$ cat src/fuse_prog_map.vh
// constants for the parallel fuse and protection programming block
`ifndef FUSE_PROG_MAP_VH
`define FUSE_PROG_MAP_VH

// command codes latched by the programmer
`define CMD_WRITE_FUSE 8'h40
`define CMD_WRITE_PROT 8'h20
`define CMD_READ_FUSE 8'h04
`define CMD_READ_SIG 8'h08
`define CMD_CHIP_ERASE 8'h80

// erased (unprogrammed) values of the stored bytes
`define FUSE_LOW_RST 8'hFF
`define FUSE_HIGH_RST 8'hFF
`define FUSE_EXT_RST 8'hFF
`define PROT_RST 8'hFF

// protection byte fields
`define PROT_LEVEL_LSB 0
`define PROT_BOOT_LSB 2
`define PROT_BOOT_MSB 5

// signature address range
`define SIG_ADDR_MAX 8'h02

// clock and write timing
`define CLK_PERIOD_NS 10
`define T_BUSY_LOW_MAX_US 1
`define T_WRITE_MIN_US 3700
`define T_WRITE_MAX_US 4500
`define T_ERASE_MIN_US 7500
`define T_ERASE_MAX_US 9000
// midpoint of each window as clock cycles: 4100 us and 8250 us at 10 ns
// sized to the timer width so no parameter is cut silently
`define WRITE_CYCLES 20'h64190
`define ERASE_CYCLES 20'hC96A8

`endif

$ cat src/fuse_prog.v
// parallel programming engine for fuses, protection bits and id bytes
//
// Summary of operation
// RULE_01: the programmer writes the fuse high byte with the fuse write command, byte_select_one high.
// RULE_02: a written data bit of 0 programs its fuse and a 1 erases it.
// RULE_03: with byte_select_one low and byte_select_two high the fuse write goes to the extended byte.
// RULE_04: the programmer writes protection bits with the protection command, 0 meaning program.
// RULE_05: once both level bits are programmed the boot protection bits cannot be programmed.
// RULE_06: programmed protection bits return to erased only through chip erase; the code also erases them on reset.
// RULE_07: the programmer reads fuses with the fuse read command while holding read_drive_n low.
// RULE_08: the two byte selects choose fuse low, fuse high, extended fuse or protection byte.
// RULE_09: on readback a programmed bit shows as 0 and an unprogrammed one as 1.
// RULE_10: with the signature command, address 0 to 2 and byte_select_one low, a signature byte is read.
// RULE_11: with the signature command, address 0 and byte_select_one high, the calibration byte is read.
// RULE_12: after a write pulse done_flag falls within 1 us and rises 3.7 to 4.5 ms later.
// RULE_13: after a chip erase pulse done_flag rises 7.5 to 9 ms later.
// RULE_14: while done_flag is low, write pulses and command loads are ignored.
// RULE_15: data is driven only while read_drive_n is low and a read command is active.
`timescale 1ns/1ns
`include "fuse_prog_map.vh"
module fuse_prog #(
    parameter [19:0] WRITE_CYCLES = `WRITE_CYCLES,
    parameter [19:0] ERASE_CYCLES = `ERASE_CYCLES,
    parameter [7:0] SIG_BYTE0 = 8'h11, // arbitrary value
    parameter [7:0] SIG_BYTE1 = 8'h22, // arbitrary value
    parameter [7:0] SIG_BYTE2 = 8'h33, // arbitrary value
    parameter [7:0] CAL_BYTE = 8'h80 // arbitrary value
) (
    // clock and reset
    input wire clk,
    input wire nrst,
    // load strobes from the programmer, one cycle each
    input wire load_command,
    input wire load_address,
    input wire load_data,
    input wire [7:0] data_in,
    // control pins
    input wire byte_select_one,
    input wire byte_select_two,
    input wire program_pulse_n,
    input wire read_drive_n,
    // data bus output side
    output reg [7:0] data_out,
    output wire data_oe_n,
    // status
    output wire done_flag,
    // stored bytes for the rest of the chip
    output wire [7:0] fuse_low,
    output wire [7:0] fuse_high,
    output wire [7:0] fuse_ext,
    output wire [7:0] prot_bits
);

// one-hot operation states
// idle is the only state that accepts loads and strobes
localparam [2:0] ST_IDLE = 3'b001;
localparam [2:0] ST_WRITE = 3'b010;
localparam [2:0] ST_ERASE = 3'b100;

reg rst_s1_reg;
reg rst_s2_reg;
wire rst_n;
reg [7:0] cmd_reg;
reg [7:0] addr_reg;
reg [7:0] data_reg;
reg [7:0] fuse_low_reg;
reg [7:0] fuse_high_reg;
reg [7:0] fuse_ext_reg;
reg [7:0] prot_reg;
reg [2:0] state_reg;
reg [2:0] state_next;
reg pulse_d_reg;
reg [7:0] read_mux;
wire pulse_fall;
wire timer_busy;
wire idle;
wire level3;
wire timer_start;
wire [19:0] timer_load;

// two-stage reset release
// asserts at once, releases only on a clock edge so no flop sees a runt
always @(posedge clk or negedge nrst) begin
    if (!nrst) begin
        rst_s1_reg <= 1'b0;
        rst_s2_reg <= 1'b0;
    end else begin
        rst_s1_reg <= 1'b1;
        rst_s2_reg <= rst_s1_reg;
    end
end
assign rst_n = rst_s2_reg;

// program a bit only where new data is 0; erased bits stay as stored
function [7:0] merge_program;
    input [7:0] stored;
    input [7:0] wdata;
    begin
        merge_program = stored & wdata;
    end
endfunction

// true for the two commands that turn the data pins around
function is_read_cmd;
    input [7:0] cmd;
    begin
        is_read_cmd = (cmd == `CMD_READ_FUSE) || (cmd == `CMD_READ_SIG);
    end
endfunction

// signature bytes by address; anything past the last one reads erased
function [7:0] sig_byte;
    input [7:0] addr;
    begin
        case (addr)
            8'h00: sig_byte = SIG_BYTE0;
            8'h01: sig_byte = SIG_BYTE1;
            `SIG_ADDR_MAX: sig_byte = SIG_BYTE2;
            default: sig_byte = 8'hFF;
        endcase
    end
endfunction

// fuse readback by {two, one}: 00 low, 11 high, 10 extended, 01 protection
function [7:0] fuse_pick;
    input [1:0] sel;
    input [7:0] f_low;
    input [7:0] f_high;
    input [7:0] f_ext;
    input [7:0] f_prot;
    begin
        case (sel)
            2'b00: fuse_pick = f_low;
            2'b11: fuse_pick = f_high;
            2'b10: fuse_pick = f_ext;
            default: fuse_pick = f_prot;
        endcase
    end
endfunction

// level 3 means both level bits programmed, i.e. read as 0
// boot protection bits sit at 5:2, above the two level bits
assign level3 = (prot_reg[`PROT_LEVEL_LSB + 1:`PROT_LEVEL_LSB] == 2'b00);
assign idle = (state_reg == ST_IDLE);

// falling edge of the write strobe
// reset to the pin's idle level so a quiet pin gives no false edge
always @(posedge clk or negedge rst_n) begin
    if (!rst_n) begin
        pulse_d_reg <= 1'b1;
    end else begin
        pulse_d_reg <= program_pulse_n;
    end
end
assign pulse_fall = pulse_d_reg & ~program_pulse_n;

// command, address and data latches; frozen while busy
// a load arriving mid-operation is lost; the programmer must wait for done
always @(posedge clk or negedge rst_n) begin
    if (!rst_n) begin
        cmd_reg <= 8'h00;
        addr_reg <= 8'h00;
        data_reg <= 8'hFF;
    end else if (idle) begin // RULE_14
        if (load_command) begin
            cmd_reg <= data_in;
        end
        if (load_address) begin
            addr_reg <= data_in;
        end
        if (load_data) begin
            data_reg <= data_in;
        end
    end
end

// operation sequencer
// write and erase differ only in their timer load; both wait for the timer
always @* begin
    state_next = state_reg;
    case (state_reg)
        ST_IDLE: begin
            if (pulse_fall && cmd_reg == `CMD_CHIP_ERASE) begin
                state_next = ST_ERASE;
            end else if (pulse_fall) begin
                state_next = ST_WRITE;
            end
        end
        ST_WRITE: begin
            if (!timer_busy) begin
                state_next = ST_IDLE;
            end
        end
        ST_ERASE: begin
            if (!timer_busy) begin
                state_next = ST_IDLE;
            end
        end
        default: begin
            state_next = ST_IDLE;
        end
    endcase
end

always @(posedge clk or negedge rst_n) begin
    if (!rst_n) begin
        state_reg <= ST_IDLE;
    end else begin
        state_reg <= state_next;
    end
end

// timer starts on the accepted pulse only; pulses while busy are dropped
assign timer_start = idle & pulse_fall; // RULE_14
// erase needs about twice the write time, so it loads its own count
assign timer_load = (cmd_reg == `CMD_CHIP_ERASE) ? ERASE_CYCLES : WRITE_CYCLES; // RULE_12 RULE_13

// one shared timer: write and erase never overlap
busy_timer u_timer (
    .clk(clk),
    .rst_n(rst_n),
    .start(timer_start),
    .load_count(timer_load),
    .busy(timer_busy)
);

// done goes low one cycle after the pulse edge, well inside 1 us
assign done_flag = idle; // RULE_12 RULE_13

// nonvolatile byte updates, committed at the pulse so reads see them at once
// fuse bytes take the new data whole: a 1 erases, a 0 programs
// protection writes only move bits toward programmed, through merge_program
// a fuse write with both selects high has no target and is dropped
always @(posedge clk or negedge rst_n) begin
    if (!rst_n) begin
        fuse_low_reg <= `FUSE_LOW_RST;
        fuse_high_reg <= `FUSE_HIGH_RST;
        fuse_ext_reg <= `FUSE_EXT_RST;
        prot_reg <= `PROT_RST;
    end else if (timer_start) begin
        case (cmd_reg)
            `CMD_WRITE_FUSE: begin
                if (byte_select_one && !byte_select_two) begin // RULE_01
                    fuse_high_reg <= data_reg; // RULE_02
                end else if (!byte_select_one && byte_select_two) begin // RULE_03
                    fuse_ext_reg <= data_reg; // RULE_02
                end else if (!byte_select_one && !byte_select_two) begin
                    fuse_low_reg <= data_reg;
                end else begin
                    fuse_low_reg <= fuse_low_reg; // both selects high: no target
                end
            end
            `CMD_WRITE_PROT: begin
                // bits only move toward programmed here; chip erase or reset clears
                if (level3) begin
                    prot_reg <= merge_program(prot_reg, data_reg
                        | 8'h3C); // RULE_05 RULE_06
                end else begin
                    prot_reg <= merge_program(prot_reg, data_reg); // RULE_04 RULE_06
                end
            end
            `CMD_CHIP_ERASE: begin
                prot_reg <= `PROT_RST; // RULE_06
            end
            default: begin
                prot_reg <= prot_reg;
            end
        endcase
    end
end

// readback selection; stored bytes already use 0 for programmed
// other commands read all ones; the pins stay released for them anyway
always @* begin
    read_mux = 8'hFF;
    if (cmd_reg == `CMD_READ_FUSE) begin
        read_mux = fuse_pick({byte_select_two, byte_select_one}, fuse_low_reg, // RULE_08
            fuse_high_reg, fuse_ext_reg, prot_reg); // RULE_09
    end else if (cmd_reg == `CMD_READ_SIG) begin
        if (byte_select_one) begin
            read_mux = CAL_BYTE; // RULE_11
        end else begin
            read_mux = sig_byte(addr_reg); // RULE_10
        end
    end
end

// registered data output
// one cycle behind the selects, well inside the read access time
always @(posedge clk or negedge rst_n) begin
    if (!rst_n) begin
        data_out <= 8'hFF;
    end else begin
        data_out <= read_mux;
    end
end

// drive only for an active read command with read_drive_n low; kept
// combinational so the pins release without the data register delay
assign data_oe_n = read_drive_n | ~is_read_cmd(cmd_reg); // RULE_15

// stored bytes for the fuse consumers in the rest of the chip
assign fuse_low = fuse_low_reg;
assign fuse_high = fuse_high_reg;
assign fuse_ext = fuse_ext_reg;
assign prot_bits = prot_reg;

endmodule // fuse_prog

$ cat src/busy_timer.v
// down counter that times one nonvolatile write or erase
`timescale 1ns/1ns
module busy_timer (
    // clock and reset
    input wire clk,
    input wire rst_n,
    // control
    input wire start,
    input wire [19:0] load_count,
    // status
    output wire busy
);

reg [19:0] count_reg;

// count down to zero; a start while running is never issued by the owner
always @(posedge clk or negedge rst_n) begin
    if (!rst_n) begin
        count_reg <= 20'h00000;
    end else if (start) begin
        count_reg <= load_count;
    end else if (count_reg != 20'h00000) begin
        count_reg <= count_reg - 20'h00001;
    end
end

assign busy = (count_reg != 20'h00000);

endmodule // busy_timer

$ cat config.mk
export PLATFORM = sky130hd
export DESIGN_NAME = fuse_prog
export DESIGN_NICKNAME = d
export VERILOG_FILES = /design/src/fuse_prog.v /design/src/busy_timer.v
export VERILOG_INCLUDE_DIRS = /design/src
export SDC_FILE = /design/constraint.sdc
export NUM_CORES = 1
export LEC_CHECK = 0
export BUFFER_PORTS_ARGS = -buffer_cell sky130_fd_sc_hd__buf_2
export CAP_MARGIN = 20
export CORE_ASPECT_RATIO = 1.5
export CORE_UTILIZATION = 40
export DETAILED_ROUTE_END_ITERATION = 7
export GPL_ROUTABILITY_DRIVEN = 0
export GPL_TIMING_DRIVEN = 0
export PLACE_DENSITY = 0.58
export SETUP_SLACK_MARGIN = 0.1
export SYNTH_ARGS = -nofsm -noshare
export SYNTH_HDL_FRONTEND = slang
export SYNTH_SLANG_ARGS = --single-unit
$ cat constraint.sdc
create_clock -name clk -period 4.15 [get_ports clk]
set_input_delay 0.415 -clock clk [delete_from_list [all_inputs] [get_ports clk]]
set_output_delay 0.415 -clock clk [all_outputs]
set_load 0.01 [all_outputs]
-- After elaboration in Yosys (flattened, before gate mapping)
Cells that the tools add are included.
W data, S select, Z words.
- add/subtract/negate cells: 1
- eq/ne operators: 14
- muxes and demuxes: 14
- bitwise gates (word level): 9
- reduce and logical (&&, ||, !) cells: 22
- operator list (cell ; count):
    $mux W20 ; 3
    $pmux W8 S3 ; 2
    $mux W8 ; 4
    $reduce_bool A20 Y1 ; 1
    $sub A20 B1 Y20 const B ; 1
    $and A8 B8 Y8 ; 2
    $pmux W8 S2 ; 1
    $reduce_and A2 Y1 ; 5
    $mux W3 ; 3
    $eq A8 B1 Y1 const B ; 1
    $eq A8 B2 Y1 const B ; 1
    $eq A8 B3 Y1 const B ; 1
    $eq A8 B4 Y1 const B ; 1
    $eq A8 B6 Y1 const B ; 1
    $eq A8 B7 Y1 const B ; 1
    $eq A8 B8 Y1 const B ; 1
    $logic_not A8 Y1 ; 1
    $pmux W3 S2 ; 1
    $reduce_and A5 Y1 ; 1
    $eq A2 B2 Y1 const B ; 2
    $logic_and A1 B1 Y1 ; 4
    $logic_not A2 Y1 ; 2
    $not A1 Y1 ; 4
    $reduce_and A4 Y1 ; 1
    12 further kinds ; 15
- bits in registers: 90
- logic and storage cells: 73

-- Longest topological paths before layout
- depth in word-level cells: 5
- gate-level depth with buffers: 7

-- Cells and area by module
Synthesis repeated with hierarchy kept, for this count alone.
- cells, all modules: 405
- area total of the unflattened synthesis: 4555.6 um^2
- modules (own cells, without submodules) (module ; instances ; cells an instance ; area an instance (um^2) ; seq. area each (um^2)):
    fuse_prog ; 1 ; 247 ; 3223.1 ; 1814.2
    busy_timer ; 1 ; 158 ; 1332.5 ; 500.5

-- Worst setup path before layout
Ideal clock, no wire load.
- path kind: flip-flop to flip-flop
- from: register state_reg[0]
- to: register fuse_low_reg[0] (netlist: fuse_low[0])
- data arrival time: 1.760 ns
- required time: 4.065 ns
- path slack: 2.305 ns
- cell stages (with the launch flop): 6
- buffers on the path: 0
- clock period less this slack: 1.845 ns
- path through: dfstp_2 > nor3b_4 > nand3b_2 > nor3_4 > nand3b_4 > mux2_1
- cells in the longest elaborated chain, start to end: 3
- ends and longest elaborated chain (what ; RTL line ; RTL):
    start, declared ; fuse_prog.v:70 ; reg [2:0] state_reg;
    start signal, assigned ; fuse_prog.v:209 ; state_reg <= state_next;
    $eq A3 B1 Y1 ; fuse_prog.v:144 ; assign idle = (state_reg == ST_IDLE);
    net done_flag ; fuse_prog.v:46 ; output wire done_flag,
    $and A1 B1 Y1 ; fuse_prog.v:214 ; assign timer_start = idle & pulse_fall;
    $reduce_and A5 Y1 (no source line) ; -- ;
    end signal, assigned ; fuse_prog.v:236 ; fuse_low_reg <= `FUSE_LOW_RST;
    end signal, assigned ; fuse_prog.v:248 ; fuse_low_reg <= data_reg;
    end signal, assigned ; fuse_prog.v:250 ; fuse_low_reg <= fuse_low_reg;
    end, declared ; fuse_prog.v:66 ; reg [7:0] fuse_low_reg;
The timed path passes the listed nets, and every way through them passes these cells.
A chain may end at the register's enable or synchronous reset.

-- Final worst setup path
- from: register cmd_reg[5]
- to: output data_oe_n
- cells in the longest elaborated chain, start to end: 4
- elaborated cells between the ends (all ways): 5
- ends and longest elaborated chain (what ; RTL line ; RTL):
    start, declared ; fuse_prog.v:63 ; reg [7:0] cmd_reg;
    start signal, assigned ; fuse_prog.v:166 ; cmd_reg <= data_in;
    $eq A8 B3 Y1 (no source line) / $eq A8 B4 Y1 (equally long branches) ; -- ;
    $logic_or A1 B1 Y1 (*) ; fuse_prog.v:107 ; is_read_cmd = (cmd == `CMD_READ_FUSE) || (cmd == `CMD_READ_SIG);
    $not A1 Y1 (*) ; fuse_prog.v:300 ; assign data_oe_n = read_drive_n | ~is_read_cmd(cmd_reg);
    $or A1 B1 Y1 (*) ; fuse_prog.v:300 ;
    end, declared ; fuse_prog.v:44 ; output wire data_oe_n,
Every way passes the cells marked *; elsewhere a longest branch is shown, timed or not.

==> impl_metrics.json <==
{
  "number_of_global_route_vias_before_repair": 3140,
  "post-route-worst-setup-slack_ns": 1.77,
  "synth.yosys.seq_area_share_pct": 53.9,
  "worstPathBufferInverterCount": 1,
  "synth.lib_cells_used.distinct": 61,
  "netlist.area_leader.share_pct": 30.6,
  "first_pass_iters": 5,
  "route.final.wire_length_um": 10000,
  "fin_setup_tns_ns": 0,
  "post_route_cells_drive_above_1_share_pct": 43.1,
  "tritoncts.num_buffers": 9,
  "async_s_r_ff_share_synth_pct": 100,
  "dpl_worst_slack_ns": 1.99,
  "grt_first_pass_wirelength_um": 16300,
  "clockRootBuffer": "sky130_fd_sc_hd__clkbuf_16",
  "final_max_slew_viol_count": 0,
  "coreArea_sq_um": 10500,
  "clock_tree_from_tritoncts": "yes",
  "i_o_pin_total": 59,
  "worst_ep_required_time_ns": 3.73,
  "highest_clock_frequency_the_design_can_meet_ghz": 0.420,
  "postSynth.topFlopCell": "sky130_fd_sc_hd__dfstp_2",
  "port_buffers": 58,
  "routed-via-count": 3030,
  "hold_start": "program_pulse_n",
  "run_status": "complete, no violations",
  "n_fill_cell": 982,
  "synth.largest_area_cell": "sky130_fd_sc_hd__dfstp_2",
  "timing.critical_path.from_type": "register",
  "seqCellArea_sq_um": 2320,
  "criticalPathCategory": "reg -> out",
  "finalHoldViolCount": 0,
  "post_synth_inst_count": 363,
  "path_delay_family": "simple AND/OR/NAND/NOR gates",
  "worst_slew_margin_rel_pct": 54.4,
  "p_total_uw": 2450,
  "min_period_over_period_pct": 57.4,
  "postSynthRegisterBits": 90,
  "cp-end-kind": "output pin",
  "placement.cell_area_sq_um": 4800,
  "ys.warnings.count": 0,
  "p_leak_uw": 0.00224,
  "n_antenna_cell": 0,
  "number_of_flip_flops_in_the_largest_register": 20,
  "floorplan.die.height_um": 129,
  "cell_by_cell_listing_of_the_critical_path": "nor3_1 > nand2_1 > a211o_1 > buf_2",
  "floorplan.rows": 46,
  "synthesis.area_per_instance_sq_um": 11.8,
  "chipWidth_um": 86.6,
  "grt_usage_pct": 19.7,
  "design.final.nets": 457,
  "via_per_inst": 5.20,
  "regToRegEndpoint": "u_timer.count_reg[18]$_DFFE_PN0P_",
  "final-setup-viol-count": 0,
  "die_area_sq_um": 11200,
  "tightestPinTransition_ns": 0.678,
  "cpPeakStageDelay_ns": 0.59,
  "power-per-cell-area_nw_per_um2": 479,
  "timing.hold.worst_path_depth": 1,
  "cts.reportedPaths.clkPinSlew_ns": 0.06,
  "r2r_slack_ns": 1.92,
  "clk-insertion-delay-late_ns": 0.34,
  "crit_path_max_delay_cell_type": "sky130_fd_sc_hd__nor3_1",
  "period_minus_slack_ns": 2.38,
  "critPathArrivalTime_ns": 1.97,
  "holdPathEnd": "pulse_d_reg$_DFF_PN1_",
  "max-clock-path-buffers": 2,
  "multiInputGateArea_sq_um": 1880,
  "timing.rr.start": "u_timer.count_reg[0]$_DFFE_PN0P_",
  "final_design_area_no_fill_sq_um": 5120,
  "remaining_drc_errors": 0,
  "synth_enable_flop_cells": 0,
  "fin_worst_skew_ns": 0.00483,
  "synth_area_sq_um": 4300,
  "grt_overflow": 0,
  "largest_net_degree_at_the_start_of_global_routing": 63,
  "grt_antenna_before_repair": 0,
  "r2r.worst_path.cells": 7,
  "post_synth_most_frequent_cells": "sky130_fd_sc_hd__dfstp_2, sky130_fd_sc_hd__mux2_2, sky130_fd_sc_hd__dfrtp_1",
  "detailedRoute.firstIterationViolations": 170,
  "post_cts.repair.setup_buffers": 0,
  "hpwl_um": 7580,
  "htree_num_levels": 3,
  "worstHoldPathType": "in -> reg",
  "final_core_util_pct": 48.6,
  "drt-wirelength-per-cell_um": 17.2,
  "worstPathMaxFanout": 6,
  "postRouteAntennaNets": 0,
  "yosys.cell_count.top_type": "sky130_fd_sc_hd__dfstp_2",
  "initial_cell_density_of_the_core_pct": 40.8,
  "max-vdd-ir-drop_uv": 313,
  "rsz0062_at_grt": "no",
  "clkSinkCount": 90,
  "area.growth.synth_to_final_pct": 19.2,
  "synthesis.nets": 386,
  "synthTopCellsByArea": "sky130_fd_sc_hd__dfstp_2, sky130_fd_sc_hd__dfrtp_1, sky130_fd_sc_hd__mux2_2",
  "drv.max_cap_violation_count": 0
}
[stage by stage]
stage / hold WS, ns / instances
after global placement: 0.199 / 565
after floorplan: 0.119 / 363
final: 0.191 / 583
after detailed placement: 0.204 / 566
after CTS: 0.181 / 583
after global routing: 0.184 / 583
[worst register-to-register path, stage by stage (launching register included)]
cell                      delay [ns]
sky130_fd_sc_hd__dfrtp_1        0.40
sky130_fd_sc_hd__inv_1          0.12
sky130_fd_sc_hd__ha_1           0.23
sky130_fd_sc_hd__or4b_1         0.55
sky130_fd_sc_hd__nor3_1         0.38
sky130_fd_sc_hd__nand4_1        0.18
sky130_fd_sc_hd__xor2_1         0.17
sky130_fd_sc_hd__nand2_1        0.07
[power by group]
part	switching, uW	internal, uW
combinational	233	202
clock	316	529
sequential	145	1030
total	694	1760
[logic make-up (layout without fill, tap and decap cells)]
group                    after synthesis  in the layout  synth area share (%)
AO/OA/AOI/OAI                         64             64                  10.0
XOR/XNOR                              12             12                  2.45
adder cells (fa/ha/maj)                6              6                  1.75
buffers and inverters                 25            101                  2.39
flip-flops                            90             90                  53.9
multiplexers                          53             53                  13.7
other                                  1              1                0.0873
AND/OR/NAND/NOR                      112            112                  15.6
[metal layers]
metal	wire (um)	up-vias	GRT usage, %
met3	379	24	3.59
met4	372	0	10.5
li1	-	1456	-
met1	3850	1479	21.9
met2	5450	71	35.6
met5	0	-	0
[worst max-delay path by stage]
stage          cells after the start  slack (ns)                        startpoint                                 to
6_report                           4        1.77            cmd_reg[5]$_DFFE_PN0P_                          data_oe_n
5_1_grt                            4        1.57            cmd_reg[5]$_DFFE_PN0P_                          data_oe_n
4_1_cts                            4        1.73            cmd_reg[5]$_DFFE_PN0P_                          data_oe_n
3_5_place_dp                       7        1.99  u_timer.count_reg[0]$_DFFE_PN0P_  u_timer.count_reg[18]$_DFFE_PN0P_
3_3_place_gp                       0        0.53                   rst_n$_DFF_PN0_  u_timer.count_reg[13]$_DFFE_PN0P_
2_1_floorplan                      0        1.54                   rst_n$_DFF_PN0_            addr_reg[0]$_DFFE_PN0P_
[cells in the final DEF, fill, tap and decap left out, types with 5 or more instances in the layout]
cell type	Yosys	final
sky130_fd_sc_hd__ha_1	6	6
sky130_fd_sc_hd__nand3_1	6	6
sky130_fd_sc_hd__mux2_2	46	46
sky130_fd_sc_hd__clkbuf_16	0	9
sky130_fd_sc_hd__dfstp_2	50	50
sky130_fd_sc_hd__a222oi_1	8	8
sky130_fd_sc_hd__nand4_1	5	5
sky130_fd_sc_hd__nor3_1	10	10
sky130_fd_sc_hd__inv_1	13	13
sky130_fd_sc_hd__xor2_1	8	8
sky130_fd_sc_hd__dfrtp_1	40	39
sky130_fd_sc_hd__o21ai_0	21	21
sky130_fd_sc_hd__mux2i_1	5	5
sky130_fd_sc_hd__buf_2	1	59
sky130_fd_sc_hd__nor2_1	27	27
sky130_fd_sc_hd__a21oi_1	15	15
sky130_fd_sc_hd__clkbuf_1	8	11
sky130_fd_sc_hd__nand2_1	23	23
[cell type report]
cell class                      count  share of cell area (%)
Buffer                             12                    1.05
Clock buffer                       12                    4.62
Clock inverter                      4                    1.49
Inverter                           13                   0.953
Multi-Input combinational cell    248                    36.7
Sequential cell                    90                    45.3
Tap cell                          144                    3.52
Timing Repair Buffer               60                    6.40
[what timing repair did]
item / CTS / global route
hold endpoints to repair: 2 / 0
hold buffers: 1 / 0
setup endpoints to repair: 0 / 0
gates resized for setup: 0 / 0
Note: power is estimated with default switching activity, not from simulation.
